<file path="src/design/ias_defs.svh">
`ifndef IAS_DEFS_SVH
`define IAS_DEFS_SVH
// ****************************************
// register offsets
// ****************************************
`define IAS_OFF_SELECT 8'h3E
`define IAS_OFF_LATCH_LO 8'h3C
`define IAS_OFF_LATCH_HI 8'h3D
`define IAS_OFF_ENABLE_LO 8'h3A
`define IAS_OFF_ENABLE_HI 8'h3B
`define IAS_OFF_STATUS 8'h40
`define IAS_OFF_MASK 8'h41
`define IAS_OFF_SP 8'h42
`define IAS_OFF_PSW 8'h43
// ****************************************
// fields and reset values
// ****************************************
`define IAS_SEL_BIT 4
`define IAS_SHARED_LEVEL 11
`define IAS_MEN_BIT 0
`define IAS_SELECT_RST 8'h00
`define IAS_SP_RST 16'h00FF
`define IAS_VEC_BASE 16'hFFE0
// ****************************************
// timing
// ****************************************
`define IAS_ACCEPT_CYCLES 8
`define IAS_PUSH_BYTES 3
`define IAS_WORST_FC 38
`endif

</file>
<file path="src/design/ias_pkg.sv">
package ias_pkg;
  typedef enum logic [2:0] {
    IAS_IDLE, IAS_MEN, IAS_PSW, IAS_PCH, IAS_PCL, IAS_VLO, IAS_VHI, IAS_LOAD
  } ias_state_t;
  typedef struct packed {
    logic we;
    logic [15:0] addr;
    logic [7:0] data;
  } ias_mem_t;
  typedef struct packed {
    logic [7:0] addr;
    logic [7:0] wdata;
    logic wr;
    logic rd;
  } ias_bus_t;
endpackage : ias_pkg

</file>
<file path="src/design/ias_top.sv">
`timescale 1ns/1ps
`default_nettype none
`include "ias_defs.svh"
module ias_top
  import ias_pkg::*;
#(
  parameter int NSRC = 16
) (
  // clock and reset
  input wire logic clk_sys,
  input wire logic rst_b,
  // register port
  input wire ias_bus_t bus,
  output logic [7:0] rd_data,
  // request sources, index is latch number; latch 11 takes the selected timer4/ext3 request, not src_req[11]
  input wire logic [NSRC-1:0] src_req,
  input wire logic timer4_request,
  input wire logic ext_input3_request,
  input wire logic nmi_req,
  // core handshake
  input wire logic instr_last,
  input wire logic [15:0] pc_in,
  input wire logic [7:0] status_in,
  input wire logic ret_mask,
  input wire logic ret_nonmask,
  output logic accept_busy,
  output logic pc_load,
  output logic [15:0] pc_out,
  output logic status_load,
  output logic [7:0] status_out,
  // memory port
  output ias_mem_t mem,
  input wire logic [7:0] mem_rdata,
  // interrupt
  output logic irq
);
  ias_state_t state_r, state_nxt;
  logic [NSRC-1:0] latch_r, enable_r;
  logic master_enable_flag_r;
  logic [7:0] select_r, stat_r, mask_r;
  logic [15:0] sp_r, pc_r, vec_r;
  logic [3:0] src_r;
  logic nmi_r, nmi_pend_r, ret_busy_r;
  logic [1:0] ret_cnt_r;
  logic [7:0] rd_data_nxt;
  logic men_saved_r;
  logic [15:0] pc_out_r;
  logic [7:0] status_out_r;
  logic pc_load_r, status_load_r;

  function automatic logic [3:0] pick(input logic [NSRC-1:0] v);
    logic [3:0] p;
    p = 4'h0;
    for (int i = NSRC-1; i >= 0; i--) begin
      if (v[i]) begin
        p = 4'(i);
      end
    end
    return p;
  endfunction : pick

  // ****************************************
  // request capture
  // ****************************************
  wire sel_ext3 = select_r[`IAS_SEL_BIT];
  wire shared_req = sel_ext3 ? ext_input3_request : timer4_request;
  logic [NSRC-1:0] req_vec;
  always_comb begin
    req_vec = src_req;
    req_vec[`IAS_SHARED_LEVEL] = shared_req;
  end
  wire [NSRC-1:0] ready_vec = latch_r & enable_r & {NSRC{master_enable_flag_r}};
  wire [3:0] win = pick(ready_vec);
  wire take_nmi = nmi_pend_r;
  wire take = instr_last && (state_r == IAS_IDLE) && !ret_busy_r && (take_nmi || (|ready_vec));
  wire wr_hit = bus.wr;
  wire sw_lat_lo = wr_hit && bus.addr == `IAS_OFF_LATCH_LO;
  wire sw_lat_hi = wr_hit && bus.addr == `IAS_OFF_LATCH_HI;
  wire [NSRC-1:0] sw_keep = {sw_lat_hi ? bus.wdata : 8'hFF, sw_lat_lo ? bus.wdata : 8'hFF};
  wire acc_clr = (state_r == IAS_PSW) && !nmi_r;
  logic [NSRC-1:0] acc_mask;
  always_comb begin
    acc_mask = '0;
    acc_mask[src_r] = acc_clr;
  end
  wire [NSRC-1:0] latch_nxt = ((latch_r & sw_keep) & ~acc_mask) | req_vec;

  // ****************************************
  // acceptance sequence
  // ****************************************
  // eight machine cycles
  always_comb begin
    state_nxt = state_r;
    case (state_r)
      IAS_IDLE: begin
        if (take) begin
          state_nxt = IAS_MEN;
        end
      end
      IAS_MEN: state_nxt = IAS_PSW;
      IAS_PSW: state_nxt = IAS_PCH;
      IAS_PCH: state_nxt = IAS_PCL;
      IAS_PCL: state_nxt = IAS_VLO;
      IAS_VLO: state_nxt = IAS_VHI;
      IAS_VHI: state_nxt = IAS_LOAD;
      default: state_nxt = IAS_IDLE;
    endcase
  end
  wire [15:0] vec_addr = nmi_r ? `IAS_VEC_BASE + 16'h001E : `IAS_VEC_BASE + 16'(5'd30 - {src_r, 1'b0});
  always_comb begin
    mem = '0;
    mem.we = 1'b0;
    mem.addr = sp_r;
    mem.data = 8'h00;
    case (state_r)
      IAS_PSW: begin
        mem.we = 1'b1;
        mem.data = {status_in[7:1], men_saved_r};
      end
      IAS_PCH: begin
        mem.we = 1'b1;
        mem.data = pc_r[15:8];
      end
      IAS_PCL: begin
        mem.we = 1'b1;
        mem.data = pc_r[7:0];
      end
      IAS_VLO: mem.addr = vec_addr;
      IAS_VHI: mem.addr = vec_addr + 16'h0001;
      default: mem.addr = sp_r + 16'h0001;
    endcase
  end

  // ****************************************
  // registers
  // ****************************************
  wire ev_accept = state_r == IAS_LOAD;
  wire ev_drop = (sel_ext3 ? timer4_request : ext_input3_request);
  wire [7:0] stat_set = {6'h00, ev_drop, ev_accept};
  wire [7:0] stat_clr = (wr_hit && bus.addr == `IAS_OFF_STATUS) ? bus.wdata : 8'h00;
  always_comb begin
    rd_data_nxt = 8'h00;
    if (bus.addr == `IAS_OFF_SELECT) begin
      rd_data_nxt = select_r & 8'hDF;
    end else if (bus.addr == `IAS_OFF_LATCH_LO) begin
      rd_data_nxt = latch_r[7:0];
    end else if (bus.addr == `IAS_OFF_LATCH_HI) begin
      rd_data_nxt = latch_r[15:8];
    end else if (bus.addr == `IAS_OFF_ENABLE_LO) begin
      rd_data_nxt = {enable_r[7:1], master_enable_flag_r};
    end else if (bus.addr == `IAS_OFF_ENABLE_HI) begin
      rd_data_nxt = enable_r[15:8];
    end else if (bus.addr == `IAS_OFF_STATUS) begin
      rd_data_nxt = stat_r;
    end else if (bus.addr == `IAS_OFF_MASK) begin
      rd_data_nxt = mask_r;
    end else if (bus.addr == `IAS_OFF_SP) begin
      rd_data_nxt = sp_r[7:0];
    end
    if (!bus.rd) begin
      rd_data_nxt = 8'h00;
    end
  end

  always_ff @(posedge clk_sys) begin
    if (!rst_b) begin
      state_r <= IAS_IDLE;
      latch_r <= '0;
      enable_r <= '0;
      master_enable_flag_r <= 1'b0;
      select_r <= `IAS_SELECT_RST;
      stat_r <= 8'h00;
      mask_r <= 8'h00;
      sp_r <= `IAS_SP_RST;
      pc_r <= 16'h0000;
      vec_r <= 16'h0000;
      src_r <= 4'h0;
      nmi_r <= 1'b0;
      nmi_pend_r <= 1'b0;
      ret_busy_r <= 1'b0;
      ret_cnt_r <= 2'd0;
      rd_data <= 8'h00;
      pc_out_r <= 16'h0000;
      status_out_r <= 8'h00;
      pc_load_r <= 1'b0;
      status_load_r <= 1'b0;
      men_saved_r <= 1'b0;
    end else begin
      state_r <= state_nxt;
      latch_r <= latch_nxt;
      rd_data <= rd_data_nxt;
      stat_r <= (stat_r & ~stat_clr) | stat_set;
      pc_load_r <= ev_accept;
      status_load_r <= 1'b0;
      nmi_pend_r <= (nmi_pend_r && !(take && take_nmi)) || nmi_req;
      if (wr_hit && bus.addr == `IAS_OFF_SELECT) begin
        select_r <= bus.wdata & 8'hDF;
      end
      if (wr_hit && bus.addr == `IAS_OFF_MASK) begin
        mask_r <= bus.wdata;
      end
      if (wr_hit && bus.addr == `IAS_OFF_ENABLE_HI) begin
        enable_r[15:8] <= bus.wdata;
      end
      if (wr_hit && bus.addr == `IAS_OFF_ENABLE_LO) begin
        enable_r[7:1] <= bus.wdata[7:1];
        master_enable_flag_r <= bus.wdata[`IAS_MEN_BIT];
      end
      if (take) begin
        src_r <= win;
        nmi_r <= take_nmi;
        pc_r <= pc_in;
        men_saved_r <= master_enable_flag_r;
      end
      if (state_r == IAS_MEN) begin
        master_enable_flag_r <= 1'b0;
      end
      if (mem.we) begin
        sp_r <= sp_r - 16'h0001;
      end
      if (state_r == IAS_VLO) begin
        vec_r[7:0] <= mem_rdata;
      end
      if (state_r == IAS_VHI) begin
        vec_r[15:8] <= mem_rdata;
      end
      if (ev_accept) begin
        pc_out_r <= vec_r;
      end
      if (state_r == IAS_IDLE && !take && !ret_busy_r && (ret_mask || ret_nonmask)) begin
        ret_busy_r <= 1'b1;
        ret_cnt_r <= 2'd0;
      end else if (ret_busy_r) begin
        sp_r <= sp_r + 16'h0001;
        ret_cnt_r <= ret_cnt_r + 2'd1;
        if (ret_cnt_r == 2'd0) begin
          pc_out_r[7:0] <= mem_rdata;
        end else if (ret_cnt_r == 2'd1) begin
          pc_out_r[15:8] <= mem_rdata;
        end else begin
          status_out_r <= mem_rdata;
          master_enable_flag_r <= mem_rdata[`IAS_MEN_BIT];
          status_load_r <= 1'b1;
          pc_load_r <= 1'b1;
          ret_busy_r <= 1'b0;
        end
      end
    end
  end

  assign accept_busy = state_r != IAS_IDLE;
  assign pc_load = pc_load_r;
  assign pc_out = pc_out_r;
  assign status_load = status_load_r;
  assign status_out = status_out_r;
  assign irq = |(stat_r & mask_r);

  // ****************************************
  // checks
  // ****************************************
  // sequence length
  a_accept_len: assert property (@(posedge clk_sys) disable iff (!rst_b)
    take |=> (state_r != IAS_IDLE) [*7] ##1 state_r == IAS_IDLE) else $error("accept length wrong");
  a_master_clear: assert property (@(posedge clk_sys) disable iff (!rst_b)
    state_r == IAS_MEN |=> !master_enable_flag_r) else $error("master not cleared");
  a_sp_down: assert property (@(posedge clk_sys) disable iff (!rst_b)
    take |-> ##5 sp_r == $past(sp_r, 3) - 16'h0003) else $error("sp not minus 3");
  a_no_mask: assert property (@(posedge clk_sys) disable iff (!rst_b)
    (state_r == IAS_PSW && !nmi_r) |-> $past(master_enable_flag_r, 2)) else $error("masked accept");
  a_latch_clear: assert property (@(posedge clk_sys) disable iff (!rst_b)
    (acc_clr && !req_vec[src_r]) |=> !latch_r[$past(src_r)]) else $error("latch kept");
  a_sel_only: assert property (@(posedge clk_sys) disable iff (!rst_b)
    (!latch_r[`IAS_SHARED_LEVEL] && !shared_req) |=> !latch_r[`IAS_SHARED_LEVEL]) else $error("unselected latched");
  a_latch_hold: assert property (@(posedge clk_sys) disable iff (!rst_b)
    (latch_r[5] && !sw_lat_lo && !(acc_clr && src_r == 4'h5)) |=> latch_r[5]) else $error("latch lost");
  a_vec_load: assert property (@(posedge clk_sys) disable iff (!rst_b)
    ev_accept |=> pc_load && pc_out == $past(vec_r)) else $error("vector not loaded");
endmodule : ias_top
`default_nettype wire
</file>
<file path="config.mk">
export PLATFORM = sky130hd
export DESIGN_NAME = ias_top
export DESIGN_NICKNAME = d
export VERILOG_FILES = /design/src/design/ias_pkg.sv /design/src/design/ias_top.sv
export VERILOG_INCLUDE_DIRS = /design/src /design/src/design
export SDC_FILE = /design/constraint.sdc
export NUM_CORES = 1
export LEC_CHECK = 0
export ABC_AREA = 1
export BUFFER_PORTS_ARGS = -buffer_cell sky130_fd_sc_hd__buf_2
export CAP_MARGIN = 20
export CELL_PAD_IN_SITES_DETAIL_PLACEMENT = 1
export CELL_PAD_IN_SITES_GLOBAL_PLACEMENT = 1
export CORE_ASPECT_RATIO = 0.6
export CORE_MARGIN = 1.5
export CORE_UTILIZATION = 30
export CTS_BUF_LIST = sky130_fd_sc_hd__clkbuf_4 sky130_fd_sc_hd__clkbuf_8
export DETAILED_ROUTE_END_ITERATION = 10
export GPL_ROUTABILITY_DRIVEN = 0
export PLACE_DENSITY_LB_ADDON = 0.1
export SYNTH_ARGS = -nofsm -noshare
export SYNTH_HDL_FRONTEND = slang
export SYNTH_SLANG_ARGS = --single-unit
</file>
<file path="constraint.sdc">
create_clock -name clk_sys -period 3.1 [get_ports clk_sys]
set_input_delay 0.155 -clock clk_sys [delete_from_list [all_inputs] [get_ports clk_sys]]
set_output_delay 0.155 -clock clk_sys [all_outputs]
set_load 0.02 [all_outputs]
</file>
==> results.py <==
metrics = {
    "run_status": {
        "status": "finished, final reports clean",
    },
    "setup_path": {
        "r2r-start": "master_enable_flag_r",
        "critPathKind": "reg2out",
        "r2r_end": "men_saved_r",
        "worstPathMaxFanout": 6,
        "cp_data_arrival_time_ps": 2700,
        "critPathLaunchType": "register",
        "worst_ep_required_time_ps": 2940,
        "crit_start": "sp_r[0]",
        "reg2reg_depth": 10,
        "cp-end-kind": "primary output",
        "rrSetupSlack_ps": 590,
    },
    "timing": {
        "rsz0062_at_grt": "no",
        "drv_slew": 0,
        "fin_ws_ps": 249,
        "hold_violations": 0,
        "holdWs_ps": 35.9,
        "min_period_ps": 2850,
        "period_share": 0.920,
        "fin_skew_ps": 14.3,
        "maxSlewHeadroom": 0.337,
        "fmax_mhz": 351,
        "worst_slew_pin_slew_ps": 993,
        "fin_setup_tns_ps": 0,
        "setup_viol": 0,
    },
    "place": {
        "portBuffers": 132,
        "hpwl_mm": 20.3,
        "place_ws_ps": 660,
        "place_area_um2": 8450,
    },
    "global_routing": {
        "grt_pass1_wl_mm": 42.9,
        "grt_max_degree": 50,
        "grt_usage": 0.216,
        "grt_pass1_vias": 7525,
        "grt_overflow": 0,
        "antenna_found_initial": 0,
    },
    "clock_network": {
        "h-tree-depth": 4,
        "cts_setup_buffers": 0,
        "cts_tree": "built",
        "numCtsBuffers": 17,
        "cts_sinks": 150,
        "path_clk_slew_ps": 90,
        "clk_path_buf_depth": 2,
        "clock-root-buffer": "clkbuf_8",
        "clk_latency_ps": 470,
    },
    "power": {
        "switching_share": 0.448,
        "seq_power_share": 0.366,
        "p_sw_w": 0.00303,
        "vdd_drop_max_mv": 0.297,
        "powerDensity_nw_per_um2": 732,
        "p_int_w": 0.00374,
        "p_leak_nw": 4.17,
        "p_comb_frac": 0.415,
        "p_clk_frac": 0.219,
    },
    "cells_and_area": {
        "multi_input_area_um2": 3760,
        "diodes": 0,
        "ff_latch_area_um2": 3000,
        "fill_cells": 3133,
        "drive_gt1_frac": 0.183,
        "syn_to_final_growth_pct": 23.7,
        "final_nets": 1318,
        "utilization": 0.380,
        "finalInstanceArea_um2": 9240,
    },
    "route": {
        "viasPerCell": 4.90,
        "wire_per_inst_um": 17.4,
        "vias": 7713,
        "first_pass_iters": 5,
        "ant_nets": 0,
        "drc": 0,
        "dr.first_iter.drc_count": 422,
        "routed_wl_mm": 27.3,
    },
    "logic_synthesis": {
        "ys_warn_count": 0,
        "ys_ff_latch": 150,
        "yosysSeqAreaShare": 0.402,
        "synth_nets": 1155,
        "synth_area_per_cell_um2": 6.94,
        "synth_cells": 1076,
        "ys_types": 45,
        "synth_area_um2": 7470,
    },
    "floorplan": {
        "die_h_um": 125,
        "die_area_um2": 25900,
        "io_pins": 135,
        "rows": 44,
        "design.core.area_um2": 24300,
        "fp.dieW_um": 207,
        "initial_core_util": 0.307,
    },
    "worst_hold_path": {
        "hold_end": "enable_r[13]",
        "min-delay-start": "bus[7]",
        "holdPathStages": 3,
        "hp-class": "in2reg",
    },
    "flow_run": {
        "max_cap_viol_count": 0,
    },
}
[state kept, by name, indices dropped and copies added (netlist names), named ones only]
name and count:
enable_r 15, latch_r 16, mask_r 8, master_enable_flag_r 1, men_saved_r 1, nmi_pend_r 1
nmi_r 1, pc_load 1, pc_out 16, pc_r 16, rd_data 8, ret_busy_r 1
ret_cnt_r 2, select_r 7, sp_r 15, src_r 4, stat_r 8, state_r 3
status_load 1, status_out 8, vec_r 16
[worst max path at each step]
| stage | endpoint | slack (ps) |
|---|---|---|
| 6_report | mem[22] | 250 |
| 5_1_grt | mem[8] | 20 |
| 4_1_cts | mem[8] | 160 |
| 3_5_place_dp | sp_r[11] | 660 |
| 3_3_place_gp | mem[13] | 680 |
| 2_1_floorplan | mem[8] | 990 |
[metal layers]
metal	vias to the layer above	global-route usage	wire length [um]	share of wire
met1	3661	0.338	14800	0.54
met4	0	0.0423	175	0.0064
li1	3881	-	-	-
met2	158	0.302	11100	0.41
met5	-	0	0	0
met3	13	0.0399	1190	0.044
[cells in the mapped netlist (all sizes together)]
cell	instances	area, um^2
a211oi	3	27.5
a21oi	132	661
a221oi	2	17.5
a22oi	1	7.51
a31oi	3	18.8
and2	1	6.26
buf	19	108
clkbuf	25	93.8
clkinv	3	11.3
dfxtp	150	3000
ha	5	62.6
inv	133	499
nand2	188	721
nand3	62	340
nand4	8	77.6
nor2	135	542
nor3	9	82.6
nor3b	1	7.51
nor4	3	48.8
o2111ai	7	61.3
o211ai	14	105
o21a	6	45.0
o21ai	135	679
o21bai	2	15.0
o22ai	7	43.8
o31ai	2	15.0
or2	3	23.8
xor2	17	149
[final cells by class]
class,instances,share of cell area
clock inverters,13,0.0131
flip-flops and latches,150,0.325
clock buffers,18,0.0268
well taps,322,0.0436
repair buffers,188,0.129
inverters,136,0.0552
multi-input cells,746,0.407
[worst max-delay path: stages (launching register included)]
cell and delay, ps:
dfxtp_1 500, ha_1 240, nand2_2 90, nor3_4 270, nand4_2 180, nor2_1 140, nand2_1 90, nor2_2 100
xor2_1 200, nor2_1 60, a21oi_1 160, buf_2 190
[repair_timing]
| action | 4_1_cts | 5_1_grt |
|---|---|---|
| hold buffers | 42 | 0 |
| hold endpoints to repair | 58 | 0 |
| setup endpoints to repair | 0 | 12 |
| resized for setup | 0 | 1 |
[cell families after synthesis]
logic type / after synthesis / share of synthesized area
fa+ha+maj: 5 / 0.00837
buf+inv: 180 / 0.0953
simple gates: 410 / 0.247
xor+xnor: 17 / 0.0199
flops: 150 / 0.402
compound gates: 314 / 0.227
[power groups by stage]
stage          clock [W]  sequential [W]  combinational (W)
2_1_floorplan          0         0.00250            0.00187
3_3_place_gp           0         0.00251            0.00277
3_5_place_dp           0         0.00252            0.00279
4_1_cts          0.00154         0.00247            0.00284
5_1_grt          0.00162         0.00252            0.00314
6_report         0.00148         0.00248            0.00281
[through the flow]
stage | cells | power, W
5_1_grt | 1573 | 0.00729
2_1_floorplan | 1076 | 0.00437
4_1_cts | 1573 | 0.00686
3_3_place_gp | 1499 | 0.00528
6_report | 1573 | 0.00677
3_5_place_dp | 1500 | 0.00531
[placed cells by master, fill, tap and decap left out, types with 9 or more instances in the layout]
cell type / instances
o21ai_0: 121
dfxtp_1: 150
nor2_1: 124
o211ai_1: 14
nor2_2: 9
dlygate4sd3_1: 42
xor2_1: 17
a21oi_1: 132
inv_2: 13
inv_1: 120
nand2_1: 182
clkbuf_8: 18
buf_2: 132
o21ai_1: 13
nand3_1: 56
buf_4: 13
(Power assumes the default switching activity.)
